--- src/pkg/rpdec_pkg.sv ---
// Package for the reference pulse decoder: setting codes, timing counts, carrier types.
// Assumes a single 100 MHz core clock and settings latched at restart.
package rpdec_pkg;

  // ---------------------------------------------------------------
  // Setting codes
  // ---------------------------------------------------------------
  localparam logic [3:0] RPDEC_CTRL_POSITION = 4'h1;
  localparam logic [3:0] RPDEC_FORM_SIGN_POS = 4'h0;
  localparam logic [3:0] RPDEC_FORM_CWCCW_POS = 4'h1;
  localparam logic [3:0] RPDEC_FORM_QUAD_X1 = 4'h2;
  localparam logic [3:0] RPDEC_FORM_QUAD_X2 = 4'h3;
  localparam logic [3:0] RPDEC_FORM_QUAD_X4 = 4'h4;
  localparam logic [3:0] RPDEC_FORM_SIGN_NEG = 4'h5;
  localparam logic [3:0] RPDEC_FORM_CWCCW_NEG = 4'h6;
  localparam logic [3:0] RPDEC_FILT_LINE = 4'h0;
  localparam logic [3:0] RPDEC_FILT_OPEN = 4'h1;
  localparam logic [3:0] RPDEC_FILT_LINE2 = 4'h2;

  // ---------------------------------------------------------------
  // Timing
  // ---------------------------------------------------------------
  localparam int RPDEC_CLK_MHZ = 100;
  // Least stable widths per filter, in ns; each count is half the width in core cycles
  localparam int RPDEC_FILT_LINE_NS = 500;
  localparam int RPDEC_FILT_OPEN_NS = 2500;
  localparam int RPDEC_FILT_LINE2_NS = 120;
  localparam int RPDEC_FILT_LINE_CYC = RPDEC_FILT_LINE_NS * RPDEC_CLK_MHZ / 1000 / 2;
  localparam int RPDEC_FILT_OPEN_CYC = RPDEC_FILT_OPEN_NS * RPDEC_CLK_MHZ / 1000 / 2;
  localparam int RPDEC_FILT_LINE2_CYC = RPDEC_FILT_LINE2_NS * RPDEC_CLK_MHZ / 1000 / 2;
  // Position loop control period
  localparam int RPDEC_CTRL_PERIOD_NS = 62500;
  localparam int RPDEC_CTRL_PERIOD_CYC = RPDEC_CTRL_PERIOD_NS * RPDEC_CLK_MHZ / 1000;
  localparam int RPDEC_CNT_W = 16;

  // ---------------------------------------------------------------
  // Carriers
  // ---------------------------------------------------------------
  typedef struct packed {
    logic [3:0] control_method_select;
    logic [3:0] pulse_form_select;
    logic [3:0] filter_select;
  } rpdec_cfg_t;

  typedef struct packed {
    logic fwd;
    logic rev;
  } rpdec_step_t;

endpackage : rpdec_pkg

--- src/design/rpdec_filter.sv ---
// Input deglitch filter for one pulse line: two-flop synchroniser then a stability count.
// Assumes the line is asynchronous to core_clk; length is chosen at restart.
`timescale 1ns/10ps
module rpdec_filter #(
  parameter int CNT_W = 8
) (
  input wire logic core_clk,
  input wire logic rst,
  input wire logic line_in,
  input wire logic [CNT_W-1:0] stable_len,
  output logic line_out
);
  import rpdec_pkg::*;

  logic sync1_q;
  logic sync2_q;
  logic [CNT_W-1:0] cnt_q;

  initial begin
    if (CNT_W < 2) $error("rpdec_filter: CNT_W too small");
  end

  always_ff @(posedge core_clk) begin
    if (rst) begin
      sync1_q <= 1'b0;
      sync2_q <= 1'b0;
    end else begin
      sync1_q <= line_in;
      sync2_q <= sync1_q;
    end
  end

  // Output follows the line only after it has held for stable_len + 1 cycles
  always_ff @(posedge core_clk) begin
    if (rst) begin
      cnt_q <= '0;
      line_out <= 1'b0;
    end else if (sync2_q == line_out) begin
      cnt_q <= '0;
    end else if (cnt_q >= stable_len) begin
      cnt_q <= '0;
      line_out <= sync2_q;
    end else begin
      cnt_q <= cnt_q + 1'b1;
    end
  end

endmodule : rpdec_filter

--- src/design/rpdec_decoder.sv ---
// Reference pulse decoder: turns a host pulse train into signed position steps.
// Assumes pin inputs are asynchronous; settings are latched one cycle after rst falls.
// Function
// - Position mode only with position control code
// - Sign positive: direction high means forward
// - Sign negative: direction low means forward
// - Two-line format; idle low or idle high
// - Quadrature multiplier 1, 2, 4 by codes
// - B leading A forward, lagging reverse
// - Host keeps pulse rate under limit
// - Quadrature rate limit before multiplication
// - Filter select by code, after restart
// - Conducting open-collector driver reads high
`timescale 1ns/10ps
module rpdec_decoder #(
  parameter int CNT_W = 16,
  parameter int CTRL_PERIOD_CYC = rpdec_pkg::RPDEC_CTRL_PERIOD_CYC
) (
  input wire logic core_clk,
  input wire logic rst,
  input wire rpdec_pkg::rpdec_cfg_t cfg,
  input wire logic pulse_line,
  input wire logic direction_line,
  output logic position_mode,
  output logic config_error,
  output logic signed [CNT_W-1:0] position_delta,
  output logic position_delta_valid,
  output logic step_fwd,
  output logic step_rev
);
  import rpdec_pkg::*;

  localparam int FILT_W = 8;
  localparam int PER_W = $clog2(CTRL_PERIOD_CYC + 1);

  // ---------------------------------------------------------------
  // Elaboration checks
  // ---------------------------------------------------------------
  initial begin
    if (CNT_W < 4) $error("rpdec_decoder: CNT_W too small");
    if (CTRL_PERIOD_CYC < 1) $error("rpdec_decoder: CTRL_PERIOD_CYC must be positive");
    if (RPDEC_FILT_OPEN_CYC >= (1 << FILT_W)) $error("rpdec_decoder: filter count too wide");
  end

  // ---------------------------------------------------------------
  // Functions
  // ---------------------------------------------------------------
  function automatic logic is_quad(input logic [3:0] form);
    is_quad = (form == RPDEC_FORM_QUAD_X1) || (form == RPDEC_FORM_QUAD_X2) ||
              (form == RPDEC_FORM_QUAD_X4);
  endfunction : is_quad

  function automatic logic form_valid(input logic [3:0] form);
    form_valid = (form <= RPDEC_FORM_CWCCW_NEG);
  endfunction : form_valid

  // ---------------------------------------------------------------
  // Settings captured at restart only
  // ---------------------------------------------------------------
  // Live changes are ignored so a mid-run edit cannot corrupt the count
  logic armed_q;
  rpdec_cfg_t cfg_q;
  logic [FILT_W-1:0] filt_len_q;

  always_ff @(posedge core_clk) begin
    if (rst) begin
      armed_q <= 1'b0;
      cfg_q <= '0;
    end else if (!armed_q) begin
      armed_q <= 1'b1;
      cfg_q <= cfg;
    end
  end

  always_ff @(posedge core_clk) begin
    if (rst) begin
      filt_len_q <= FILT_W'(RPDEC_FILT_LINE_CYC);
    end else if (!armed_q) begin
      case (cfg.filter_select)
        RPDEC_FILT_OPEN: filt_len_q <= FILT_W'(RPDEC_FILT_OPEN_CYC);
        RPDEC_FILT_LINE2: filt_len_q <= FILT_W'(RPDEC_FILT_LINE2_CYC);
        default: filt_len_q <= FILT_W'(RPDEC_FILT_LINE_CYC);
      endcase
    end
  end

  logic active;
  assign active = armed_q && (cfg_q.control_method_select == RPDEC_CTRL_POSITION) &&
                  form_valid(cfg_q.pulse_form_select);

  always_ff @(posedge core_clk) begin
    if (rst) begin
      position_mode <= 1'b0;
      config_error <= 1'b0;
    end else begin
      position_mode <= active;
      config_error <= armed_q && !form_valid(cfg_q.pulse_form_select);
    end
  end

  // ---------------------------------------------------------------
  // Filtered lines
  // ---------------------------------------------------------------
  // Pins arrive at electrical level; a conducting open-collector driver is already high
  logic a_f;
  logic b_f;

  rpdec_filter #(.CNT_W(FILT_W)) u_filt_a (
    .core_clk(core_clk),
    .rst(rst),
    .line_in(pulse_line),
    .stable_len(filt_len_q),
    .line_out(a_f)
  );

  rpdec_filter #(.CNT_W(FILT_W)) u_filt_b (
    .core_clk(core_clk),
    .rst(rst),
    .line_in(direction_line),
    .stable_len(filt_len_q),
    .line_out(b_f)
  );

  logic a_q;
  logic b_q;
  logic prim_q;

  always_ff @(posedge core_clk) begin
    if (rst) begin
      a_q <= 1'b0;
      b_q <= 1'b0;
      prim_q <= 1'b0;
    end else begin
      a_q <= a_f;
      b_q <= b_f;
      prim_q <= active;
    end
  end

  // ---------------------------------------------------------------
  // Step decode
  // ---------------------------------------------------------------
  // Host keeps within rate limits; a faster train is not guaranteed to count
  rpdec_step_t step;
  logic a_rise;
  logic a_fall;
  logic b_rise;
  logic b_fall;
  logic a_edge;
  logic b_edge;

  assign a_rise = a_f && !a_q;
  assign a_fall = !a_f && a_q;
  assign b_rise = b_f && !b_q;
  assign b_fall = !b_f && b_q;
  assign a_edge = a_rise || a_fall;
  assign b_edge = b_rise || b_fall;

  always_comb begin
    step = '0;
    // First cycle after arming only seeds edge history
    if (active && prim_q) begin
      case (cfg_q.pulse_form_select)
        RPDEC_FORM_SIGN_POS: begin
          step.fwd = a_rise && b_f;
          step.rev = a_rise && !b_f;
        end
        RPDEC_FORM_SIGN_NEG: begin
          step.fwd = a_fall && !b_f;
          step.rev = a_fall && b_f;
        end
        RPDEC_FORM_CWCCW_POS: begin
          step.fwd = a_rise;
          step.rev = b_rise;
        end
        RPDEC_FORM_CWCCW_NEG: begin
          step.fwd = a_fall;
          step.rev = b_fall;
        end
        RPDEC_FORM_QUAD_X1: begin
          // One count per cycle, on the A rising edge; B already high means B leads
          step.fwd = a_rise && b_f;
          step.rev = a_rise && !b_f;
        end
        RPDEC_FORM_QUAD_X2: begin
          step.fwd = a_edge && (a_f == b_f);
          step.rev = a_edge && (a_f != b_f);
        end
        RPDEC_FORM_QUAD_X4: begin
          // Simultaneous A and B edges are illegal and dropped
          if (a_edge != b_edge) begin
            step.fwd = a_edge ? (a_f == b_f) : (a_f != b_f);
            step.rev = a_edge ? (a_f != b_f) : (a_f == b_f);
          end
        end
        default: step = '0;
      endcase
    end
  end

  always_ff @(posedge core_clk) begin
    if (rst) begin
      step_fwd <= 1'b0;
      step_rev <= 1'b0;
    end else begin
      step_fwd <= step.fwd;
      step_rev <= step.rev;
    end
  end

  // ---------------------------------------------------------------
  // Accumulation and hand-over
  // ---------------------------------------------------------------
  logic signed [CNT_W-1:0] acc_q;
  logic signed [CNT_W-1:0] acc_step;
  logic [PER_W-1:0] per_q;
  logic tick;

  assign tick = (per_q == PER_W'(CTRL_PERIOD_CYC - 1));
  assign acc_step = step.fwd ? CNT_W'(1) : (step.rev ? -CNT_W'(1) : '0);

  always_ff @(posedge core_clk) begin
    if (rst || !active) begin
      per_q <= '0;
    end else if (tick) begin
      per_q <= '0;
    end else begin
      per_q <= per_q + 1'b1;
    end
  end

  // A step in the hand-over cycle starts the next window, so none is lost
  always_ff @(posedge core_clk) begin
    if (rst || !active) begin
      acc_q <= '0;
    end else if (tick) begin
      acc_q <= acc_step;
    end else begin
      acc_q <= acc_q + acc_step;
    end
  end

  always_ff @(posedge core_clk) begin
    if (rst) begin
      position_delta <= '0;
      position_delta_valid <= 1'b0;
    end else begin
      position_delta_valid <= active && tick;
      if (active && tick) begin
        position_delta <= acc_q;
      end
    end
  end

endmodule : rpdec_decoder

--- config.mk ---
export PLATFORM = sky130hd
export DESIGN_NAME = rpdec_decoder
export DESIGN_NICKNAME = d
export VERILOG_FILES = /design/src/pkg/rpdec_pkg.sv /design/src/design/rpdec_filter.sv /design/src/design/rpdec_decoder.sv
export SDC_FILE = /design/constraint.sdc
export NUM_CORES = 1
export LEC_CHECK = 0
export ABC_AREA = 1
export BUFFER_PORTS_ARGS = -buffer_cell sky130_fd_sc_hd__buf_4
export CAP_MARGIN = 10
export CORE_ASPECT_RATIO = 1.4
export CORE_MARGIN = 3
export CORE_UTILIZATION = 59
export DETAILED_ROUTE_END_ITERATION = 6
export PLACE_DENSITY = 0.78
export SYNTH_ARGS = -nofsm -noshare
export SYNTH_HDL_FRONTEND = slang
export SYNTH_SLANG_ARGS = --single-unit
--- constraint.sdc ---
create_clock -name core_clk -period 3.6 [get_ports core_clk]
set_input_delay 0.36 -clock core_clk [delete_from_list [all_inputs] [get_ports core_clk]]
set_output_delay 0.36 -clock core_clk [all_outputs]
set_load 0.05 [all_outputs]
# Word-level counts from Yosys, hierarchy flattened
# Cells that the tools add are included.
# Widths: inputs -> output; s select.
# word_totals
reg_bits	91
in_bits	16
elab_cells	87
# op_classes
n_addsub	4
n_lt_le_gt_ge	3
n_eq_ne	15
mux	10
n_bitwise	2
n_reduce_logical	31
# ops
operator	n
$mux 16	3
$add 16x16->16	1
$add 8x1->8 const B	2
$ge 8x8->1	2
$logic_and 1x1->1	15
$pmux 7 s2	1
$add 13x1->13 const B	1
$eq 13x13->1 const B	1
$eq 4x1->1 const B	3
$eq 4x2->1 const B	3
$eq 4x3->1 const B	3
$pmux 2 s6	1
$logic_not 1->1	6
$reduce_or 3->1	2
$le 4x3->1 const B	1
$logic_not 4->1	1
$mux 2	2
$reduce_and 2->1	2
$reduce_or 2->1	2
$eq 1x1->1	3
$logic_or 1x1->1	3
$mux 1	3
$ne 1x1->1	2
$not 1->1	2

# Depth between registers and ports, before layout
# Gate-level depths: netlist of the first run.
# depth
ltp_word	11
depth_mapped	23
ltp_nobuf	23

# Cells and area by module
# Synthesis of the first run repeated with hierarchy kept, for this count alone.
# unflattened
cells_unflattened	639
hier_area_um2	4809.6
# modules_own_cells
module	n_inst	cells_each	area_each_um2
rpdec_decoder	1	463	3460.8
rpdec_filter	2	88	674.4

# Worst setup path after synthesis of the first run
# No wires, ideal clock.
# synth_path
kind	register to register
start	register u_filt_a.line_out
end	register acc_q[10]
arrival_ns	3.113
slack_ns	0.374
stages_incl_launch_ff	22
cell_sequence	dfxtp_1 inv_1 ha_1 inv_1 ha_1 nor2_1 nand2_1 nand2_1 nor3_1 or2_2 nand2_1 ha_1 inv_1 fa_1 o21ai_0 a21oi_1 nor2_1 nand2_1 nand2_1 nand2_1 nand3_1 nand2_1
# synth_between
elab_chain_len	11
elab_cells_between_ends	22
classes_between	1 x add/sub; 3 x eq/ne; 8 x mux; 10 x reduce/logical
# synth_rtl
item	line_no	source
start, declared	rpdec_filter.sv:11	output logic line_out
start signal, assigned	rpdec_filter.sv:42	line_out <= sync2_q;
$logic_not 1->1	rpdec_decoder.sv:153	assign a_fall = !a_f && a_q;
$logic_and 1x1->1	rpdec_decoder.sv:153	
$logic_or 1x1->1	rpdec_decoder.sv:156	assign a_edge = a_rise || a_fall;
$mux 1 or $ne 1x1->1 (tied branches)	rpdec_decoder.sv:193, rpdec_decoder.sv:191	
$mux 2	rpdec_decoder.sv:191	if (a_edge != b_edge) begin
$pmux 2 s6 (*)	rpdec_decoder.sv:163	case (cfg_q.pulse_form_select)
$mux 2 (*)	rpdec_decoder.sv:162	if (active && prim_q) begin
$mux 16	rpdec_decoder.sv:220	assign acc_step = step.fwd ? CNT_W'(1) : (step.rev ? -CNT_W'(1) : '0);
$mux 16 (*)	rpdec_decoder.sv:220	
$add 16x16->16	rpdec_decoder.sv:239	acc_q <= acc_q + acc_step;
$mux 16 (*)	rpdec_decoder.sv:236	end else if (tick) begin
end signal, assigned	rpdec_decoder.sv:237	acc_q <= acc_step;
end signal, assigned	rpdec_decoder.sv:239	
end, declared	rpdec_decoder.sv:214	logic signed [CNT_W-1:0] acc_q;
# Mark *: on every way between the ends. The rest lies on a longest branch, timed or not.
# A chain may end at the register's enable or synchronous reset.

# Final worst setup path of the first run
# Ends and elaborated chain as after synthesis.

==> results.ini, run 1 <==
[run_status]
outcome = finished clean

[global_route]
grt_usage_pct = 25.4
grt_pass1_vias = 4008
grt_pass1_wl_um = 17400
grt_max_degree = 30
grt_overflow = 0
antenna_found_initial = 0

[sta]
skew_ns = 0.0101
slew_violations = 0
setup_viol = 0
finalCritPeriodShare_pct = 91.1
fmax_ghz = 0.305
fin_crit_ns = 3.28
worst_hold_slack_ns = 0.182
worst_pin_slew_ns = 0.633
slew_headroom_pct = 57.7
hold_viol = 0

[clock_network]
cts_tree = done
postCtsSetupBuffers = 0
cts.clk_slew.worst_paths_ns = 0.08
h-tree-depth = 3
clock-root-buffer = clkbuf_8
clk_latency_ns = 0.37
post_cts_resize_count = 0
clockBufferDepth = 2
cts_buffers = 9
hold_buffers = 0
cts_num_sinks = 87

[hold_path]
hold_path_class = input pin to flop

[die]
die_h_um = 109
die_area_sq_mm = 0.00872
die_x_um = 79.8
io_pins = 37
rows = 37
start_util_pct = 61.1
core_area_sq_mm = 0.00736

[power]
ir_drop_mv = 0.253
power.leakage_uw = 0.00240
p_per_area_mw_per_mm2 = 350
p_total_uw = 1780

[detailed_routing]
ant_nets = 0
routed_wl_um = 9960
drt_iter0_drc = 214
drc = 0
viasPerCell = 5.42
wl_per_cell_um = 13.6
firstDrtPassIters = 4
via_count = 3980

[finish]
num_antenna_cells = 0
fin_cells = 734
layout-drive-gt1-share_pct = 13.0
fillerInstances = 619
syn_to_final_growth_pct = 13.2
final_nets = 688

[synth]
muxShareOfSynthArea_pct = 0
ys.flop_type = dfxtp_1
synth_xor_area_share_pct = 4.29
yosys.cell_types.count = 37
synth_seq_cells = 87
synth_seq_area_share_pct = 38.8
synth-edff-count = 0
synth-simple-area-share_pct = 26.1
synth-compound-area-share_pct = 12.4
synth_top_family_by_area = simple AND/OR/NAND/NOR gates
synth_cells = 592
syn_area_sq_mm = 0.00449
synth_fp_nets = 648
yosys_warnings = 0
postSynthAreaPerCell_sq_um = 7.59
synth_fa_ha_area_share_pct = 11.3
async_flop_share_pct = 0

[critical_path]
crit_type = flop to flop
start_kind = flop
cp-end-kind = flop
crit_required_ns = 3.86
cp.arrival_ns = 3.54
worst-path-max-fanout = 4
ff2ff_setup_slack_ns = 0.32

[placed_design]
place_inst = 718
post-dp-hpwl_um = 7350
numPortBuffers = 36
place.gp.congestion = 0.918

[flow_run]
maxCapViolCount = 0

[final timing paths]
kind | from | end | cells after the start
setup / recovery | u_filt_a.line_out$_SDFFE_PP0P_ | acc_q[10]$_SDFF_PP0_ | 21
hold / removal | direction_line | u_filt_b.sync1_q$_SDFF_PP0_ | 3
setup reg to reg | u_filt_a.line_out$_SDFFE_PP0P_ | acc_q[10]$_SDFF_PP0_ | 21
hold reg to reg | u_filt_b.sync1_q$_SDFF_PP0_ | u_filt_b.sync2_q$_SDFF_PP0_ | 2
[Yosys cell counts, types with 6 or more instances]
cell	number	share of area, %
clkbuf_1	7	0.58
xor2_1	12	2.3
xnor2_1	10	1.9
a21oi_1	34	3.8
dfxtp_1	87	39
nand4_1	9	1.3
nor2_1	83	6.9
ha_1	39	11
o21bai_1	6	1.0
o21ai_0	40	4.5
inv_1	67	5.6
nand2_1	94	7.9
nor3_1	22	2.4
nand3_1	31	3.5
[cell type report]
cell class | count | area, sq um | share of cell area (%)
clock inverters | 5 | 56.3 | 1.11
well taps | 97 | 121 | 2.39
repair buffers | 40 | 300 | 5.90
multi-input cells | 424 | 2450 | 48.1
inverters | 70 | 265 | 5.22
flip-flops and latches | 87 | 1740 | 34.3
clock buffers | 11 | 151 | 2.98
[worst max-delay path, stage by stage (launching register included)]
cell,delay (ns)
dfxtp_2,0.36
inv_1,0.08
ha_1,0.31
inv_1,0.10
ha_1,0.25
nor2_1,0.10
nand2_1,0.06
nand2_1,0.07
nor3_2,0.05
or2_2,0.29
nand2_1,0.09
ha_1,0.16
inv_1,0.05
fa_1,0.42
o21ai_2,0.20
a21oi_2,0.10
nor2_1,0.17
nand2_1,0.09
nand2_1,0.07
nand2_1,0.04
nand3_1,0.07
nand2_1,0.05
[kinds of logic (layout without fill, tap and decap cells)]
family,Yosys count,count (layout)
buf+inv,81,126
xor+xnor,22,22
fa+ha+maj,40,40
compound gates,98,98
simple gates,264,264
flops,87,87
[metal layers]
| metal | part of all wire, % | GRT usage (%) | vias up |
|---|---|---|---|
| met3 | 3.9 | 4.71 | 21 |
| met2 | 54 | 47.4 | 69 |
| met5 | 0 | 0 | - |
| li1 | - | - | 2017 |
| met4 | 2.6 | 12.3 | 0 |
| met1 | 40 | 27.1 | 1873 |
[power by group]
part	internal (uW)	switching [uW]
clock network	357	354
registers	974	9.38
logic	32.5	50.5
[flip-flops by register name, indices dropped and copies added, names as in the netlist, 4 cells and up]
name,count
u_filt_a.cnt_q,8
u_filt_b.cnt_q,8
filt_len_q,4
acc_q,16
cfg_q,8
position_delta,16
per_q,13
[placed cells by master (no fill, tap or decap), types with 2 or more instances in the layout]
cell type / synthesis / routed
nand4_1: 9 / 9
or2_2: 4 / 4
nand3_1: 31 / 31
a21oi_2: 1 / 2
nor4_1: 2 / 2
a211oi_1: 4 / 4
xor2_1: 12 / 12
clkbuf_8: 0 / 11
inv_1: 67 / 67
nand3b_1: 3 / 3
nand2_1: 94 / 94
ha_2: 0 / 2
nor3b_1: 4 / 4
o21ai_0: 40 / 39
nor3_1: 22 / 21
dfxtp_1: 87 / 86
o21bai_1: 6 / 6
nor2_4: 2 / 2
a21oi_1: 34 / 33
clkinv_2: 0 / 2
nor2_1: 83 / 83
nand2_2: 5 / 5
a21o_1: 5 / 5
buf_4: 0 / 40
xnor2_1: 10 / 10
ha_1: 39 / 37
o21ai_2: 5 / 6
[stage by stage]
stage          setup TNS [ns]  setup slack [ns]  util [%]  instance area [sq um]
4_1_cts                     0             0.107      68.8                   5060
3_3_place_gp                0             0.235      66.0                   4860
6_report                    0             0.319      69.1                   5090
5_1_grt            -0.0000484        -0.0000484      69.1                   5090
3_5_place_dp                0             0.117      66.0                   4860
2_1_floorplan               0             0.374         -                   4490
Power figures use the tool's default switching activity.
==> inputs of run 2 (changes only) <==
ABC_AREA = default   (was 1)
PLACE_DENSITY = 0.8   (was 0.78)
==> results.ini, run 2 <==
[power]
pwr-share-seq_pct = 52.0
power.leakage_uw = 0.00242
p_per_area_mw_per_mm2 = 341
power.share.clock_pct = 44.2
sw_frac_of_total_pct = 20.2
p_int_uw = 1500
power_switching_uw = 379
ir_drop_mv = 0.288
p_comb_share_pct = 3.8

[placed_design]
post-dp-hpwl_um = 6720
numPortBuffers = 36
place.gp.congestion = 0.893
placed_cell_area_sq_mm = 0.00502
place_inst = 620

[sta]
hold_viol = 0
finalCritPeriodShare_pct = 108
tns_ns = -1.14
skew_ns = 0.00538
worst_hold_slack_ns = 0.216
fin_crit_ns = 3.89
setup_viol = 7
slew_headroom_pct = 35.8
slew_violations = 0
fmax_ghz = 0.257
rsz0062_at_grt = true
finalWorstSetupSlack_ns = -0.292
worst_pin_slew_ns = 0.961

[finish]
layout_commonest_cell = dfxtp_1
layout_common_cells = dfxtp_1, buf_4, nor2_1, mux2i_1
final_cell_area_sq_mm = 0.00551
fin_cells = 645
num_antenna_cells = 0
fillerInstances = 479
fin_util_pct = 77.8
syn_to_final_growth_pct = 26.9
reg.largest.list = acc_q (16), position_delta (16), per_q (13)
final_nets = 602
layout-drive-gt1-share_pct = 25.1

[synth]
yosysTopAreaCell = dfxtp_1
synth_top_area_share_pct = 40.1
postSynthAreaPerCell_sq_um = 9.19
synth_cells = 472
syn_area_sq_mm = 0.00434
synth_area_leaders = dfxtp_1, ha_1, mux2i_1
synth_commonest_cells = dfxtp_1, nor2_1, ha_1
async_flop_share_pct = 0
yosys.cell_types.count = 46
synth_fp_nets = 528
ys.flop_type = dfxtp_1
post-synth-top-count-cell = dfxtp_1
synth_seq_cells = 87
yosys_warnings = 0
synth-edff-count = 0
synth_seq_area_share_pct = 40.1

[clock_network]
cts_buffers = 9
clock-root-buffer = clkbuf_8
h-tree-depth = 3
cts.clk_slew.worst_paths_ns = 0.08
hold_buffers = 0
cts_tree = done
cts_num_sinks = 87
clockBufferDepth = 2
clk_latency_ns = 0.36

[critical_path]
r2r_end = acc_q[11]$_SDFF_PP0_
cp-end-kind = flop
endpoint = acc_q[11]$_SDFF_PP0_
worst-path-max-fanout = 7
r2r-start = u_filt_a.line_out$_SDFFE_PP0P_
cp.arrival_ns = 4.11
reg2reg_depth = 19
cp-startpoint = u_filt_a.line_out$_SDFFE_PP0P_
crit_type = flop to flop
crit_required_ns = 3.82
start_kind = flop
ff2ff_setup_slack_ns = -0.29

[die]
die_x_um = 78.5
io_pins = 37
core_area_sq_mm = 0.00707
die_area_sq_mm = 0.00843
rows = 36
start_util_pct = 61.3
die_h_um = 107

[global_route]
grt_max_degree = 44
grt_pass1_vias = 3618
use_met1_pct = 27.2
antenna_found_initial = 0
grt_use_met2_pct = 46.8
grtUsageMet3_pct = 3.69
grt_usage_pct = 24.9
top_usage_layer = met2
grt_pass1_wl_um = 16600
grt_overflow = 0

[detailed_routing]
wl_per_cell_um = 16.1
via_count = 3602
viasPerCell = 5.58
firstDrtPassIters = 4
ant_nets = 0
drt_iter0_drc = 165
routed_wl_um = 10400
drc = 0

[run_status]
violations = negative setup slack
outcome = finished with violations

[flow_run]
maxCapViolCount = 0

[hold_path]
hold_path_class = input pin to flop

-- run 2: routing by layer --
layer | vias to the layer above | wire length, um
met5 | - | 0
met4 | 0 | 268
met3 | 21 | 303
met2 | 62 | 5810
met1 | 1735 | 4010
li1 | 1784 | -
-- run 2: worst max-delay path, cell delays in order, from the launching register on --
cell and delay, ns:
dfxtp_4 0.38, inv_4 0.04, ha_4 0.28, inv_4 0.04, ha_1 0.16, mux2i_1 0.12, mux2i_1 0.12, a211oi_2 0.29
or3_4 0.19, or2_4 0.12, clkinvlp_4 0.18, buf_6 0.17, ha_1 0.23, a2111oi_4 0.35, o21a_1 0.25, a21oi_4 0.07
a221o_1 0.36, a21oi_2 0.16, xor2_1 0.15, o21ai_1 0.07
-- run 2: final cells by class --
cell class	count	area (sq um)	share of cell area, %
clock inverters	3	90.1	1.64
inverters	23	95.1	1.73
well taps	95	119	2.16
flip-flops and latches	87	1750	31.7
clock buffers	12	155	2.82
multi-input cells	346	2700	49.0
repair buffers	79	604	11.0
-- run 2: cells by family after synthesis --
kind of cell | Yosys count | synth area share (%)
buffers and inverters | 39 | 3.75
AO/OA/AOI/OAI | 76 | 11.0
AND/OR/NAND/NOR | 159 | 18.2
flip-flops | 87 | 40.1
XOR/XNOR | 41 | 8.28
adder cells (fa/ha/maj) | 40 | 11.7
multiplexers | 30 | 6.92
-- run 2: how the worst min path moves through the flow --
stage | start | to | slack (ns) | cells past startpoint
final | direction_line | u_filt_b.sync1_q$_SDFF_PP0_ | 0.22 | 2
after global routing | cfg[6] | cfg_q[6]$_SDFFE_PP0N_ | 0.22 | 3
after CTS | direction_line | u_filt_b.sync1_q$_SDFF_PP0_ | 0.21 | 2
after detailed placement | u_filt_a.sync1_q$_SDFF_PP0_ | u_filt_a.sync2_q$_SDFF_PP0_ | 0.44 | 1
after global placement | u_filt_b.sync1_q$_SDFF_PP0_ | u_filt_b.sync2_q$_SDFF_PP0_ | 0.43 | 1
after floorplan | u_filt_a.sync1_q$_SDFF_PP0_ | u_filt_a.sync2_q$_SDFF_PP0_ | 0.41 | 1
-- run 2: power by group through the flow --
stage / logic, uW / clock network [uW] / registers [uW]
after floorplan: 42.3 / 0 / 1000
after global placement: 67.5 / 0 / 999
after detailed placement: 70.1 / 0 / 999
after CTS: 70.5 / 843 / 977
after global routing: 78.4 / 878 / 978
final: 70.8 / 830 / 977
-- run 2: timing repair --
item / 4_1_cts / 5_1_grt
pin swaps: 8 / 12
endpoints found under the setup margin: 7 / 9
resized for setup: 20 / 14
setup buffers: 7 / 3
-- run 2: per-stage QoR --
| step | total power (uW) | worst slack, ns |
|---|---|---|
| floorplan | 1040 | -0.0124 |
| global placement | 1070 | -0.0862 |
| detailed placement | 1070 | -0.193 |
| CTS | 1890 | -0.116 |
| global route | 1930 | -0.363 |
| finish | 1880 | -0.292 |
==> inputs of run 3 (changes only) <==
CORE_MARGIN = default   (was 3)
RECOVER_POWER = 25   (was default)
==> results.ini, run 3 (synthesis gave the netlist of run 2 again) <==
[run_status]
outcome = finished with violations
violations = max-capacitance violations, max-slew violations, negative setup slack

[hold_path]
whs_path_depth = 2
min-delay-start = direction_line
hold_path_class = input pin to flop
min_to = u_filt_b.sync1_q$_SDFF_PP0_

[clock_network]
clk_latency_ns = 0.37
clockBufferDepth = 2
cts_buffers = 9
cts.clk_slew.worst_paths_ns = 0.08
clock-root-buffer = clkbuf_8
h-tree-depth = 3
cts_tree = done
cts_num_sinks = 87

[detailed_routing]
via_count = 3729
wl_met2_um = 5710
top_layer_used = met4
firstDrtPassIters = 4
wl_met3_um = 351
met1_length_um = 4350
viasPerCell = 5.69
drt_iter0_drc = 175
drc = 0
wl_per_cell_um = 16.6
ant_nets = 0
routed_wl_um = 10900

[global_route]
grt_usage_pct = 26.9
grt_pass1_wl_um = 15700
antenna_found_initial = 0
grt_max_degree = 44
grt_overflow = 0
grt_pass1_vias = 3659

[flow_run]
maxCapViolCount = 1

[critical_path]
crit_type = flop to flop
ff2ff_setup_slack_ns = -0.35
r2r-start = u_filt_a.line_out$_SDFFE_PP0P_
cp.arrival_ns = 4.17
reg2reg_depth = 20
crit_required_ns = 3.83
start_kind = flop
cp-startpoint = u_filt_a.line_out$_SDFFE_PP0P_
worst-path-max-fanout = 6
r2r_end = acc_q[15]$_SDFF_PP0_
cp-end-kind = flop

[placed_design]
place.gp.congestion = 0.912
placed_cell_area_sq_mm = 0.00508
numPortBuffers = 36
post-dp-hpwl_um = 6740
place_inst = 626

[power]
p_per_area_mw_per_mm2 = 301
ir_drop_mv = 0.256
power.leakage_uw = 0.00241

[die]
die_h_um = 103
io_pins = 37
core_area_sq_mm = 0.00703
die_area_sq_mm = 0.00770
die_x_um = 74.5
start_util_pct = 61.7
rows = 36

[finish]
reg.largest.list = acc_q (16), position_delta (16), per_q (13)
syn_to_final_growth_pct = 29.1
final_nets = 611
layout_common_cells = dfxtp_1, buf_4, nor2_1, mux2i_1, xor2_1
fin_cells = 655
layout_commonest_cell = dfxtp_1
final_cell_area_sq_mm = 0.00560
layout-drive-gt1-share_pct = 27.9
num_antenna_cells = 0

[sta]
fin_crit_ns = 3.95
finalCritPeriodShare_pct = 110
slew_violations = 44
slew_headroom_pct = -32.2
rsz0062_at_grt = true
setup_viol = 9
finalWorstSetupSlack_ns = -0.347
worst_hold_slack_ns = 0.211
hold_viol = 0
skew_ns = 0.0100
fmax_ghz = 0.253
worst_pin_slew_ns = 1.98

==> run 3: what timing repair did <==
item / 4_1_cts / 5_1_grt
buffers inserted: 4 / 9
pin swaps: 11 / 19
hold buffers: 0 / 0
gates resized for setup: 24 / 29
endpoints found under the setup margin: 8 / 9
==> run 3: power breakdown <==
part	switching (uW)	internal, uW
sequential	6.03	970
clock	351	286
combinational	39.1	33.0
==> run 3: worst max-delay path by stage <==
stage / endpoint / slack (ns) / cells after the start
6_report: acc_q[15]$_SDFF_PP0_ / -0.35 / 20
5_1_grt: acc_q[11]$_SDFF_PP0_ / -0.44 / 19
4_1_cts: acc_q[11]$_SDFF_PP0_ / -0.14 / 18
3_5_place_dp: acc_q[12]$_SDFF_PP0_ / -0.24 / 19
3_3_place_gp: acc_q[11]$_SDFF_PP0_ / -0.10 / 18
2_1_floorplan: acc_q[12]$_SDFF_PP0_ / -0.01 / 17
==> run 3: layout make-up <==
class | count | area [sq um]
clock inverter | 5 | 31.3
inverter | 23 | 95.1
multi-input combinational | 346 | 2780
timing repair buffer | 88 | 677
tap | 95 | 119
sequential | 87 | 1750
fill | 451 | 1430
clock buffer | 11 | 151
==> run 3: worst max-delay path, cell delays in order, from the launching register on <==
cell	delay (ns)
dfxtp_4	0.38
inv_4	0.04
ha_4	0.25
inv_4	0.07
ha_1	0.14
mux2i_1	0.08
mux2i_1	0.26
a211oi_2	0.13
or3_4	0.39
or2_4	0.26
clkinvlp_4	0.13
buf_4	0.14
buf_8	0.13
ha_1	0.26
a21o_1	0.22
a21oi_2	0.13
o21ai_1	0.07
a41o_1	0.24
a31o_2	0.22
o21ai_0	0.12
nand3_1	0.16
==> run 3: metal layers <==
layer	global-route usage, %	vias up
met4	16.1	0
met2	48.1	89
met1	28.8	1793
met3	4.94	41
li1	-	1806
met5	0	-
==> run 3: per-stage QoR <==
step	setup TNS [ns]	utilization (%)	setup WS (ns)	power [uW]
2_1_floorplan	-0.0363	-	-0.0124	1040
3_3_place_gp	-0.414	72.2	-0.101	1070
3_5_place_dp	-1.06	72.2	-0.236	1070
4_1_cts	-0.463	76.6	-0.145	1690
5_1_grt	-2.78	79.7	-0.436	1740
6_report	-1.79	79.7	-0.347	1690
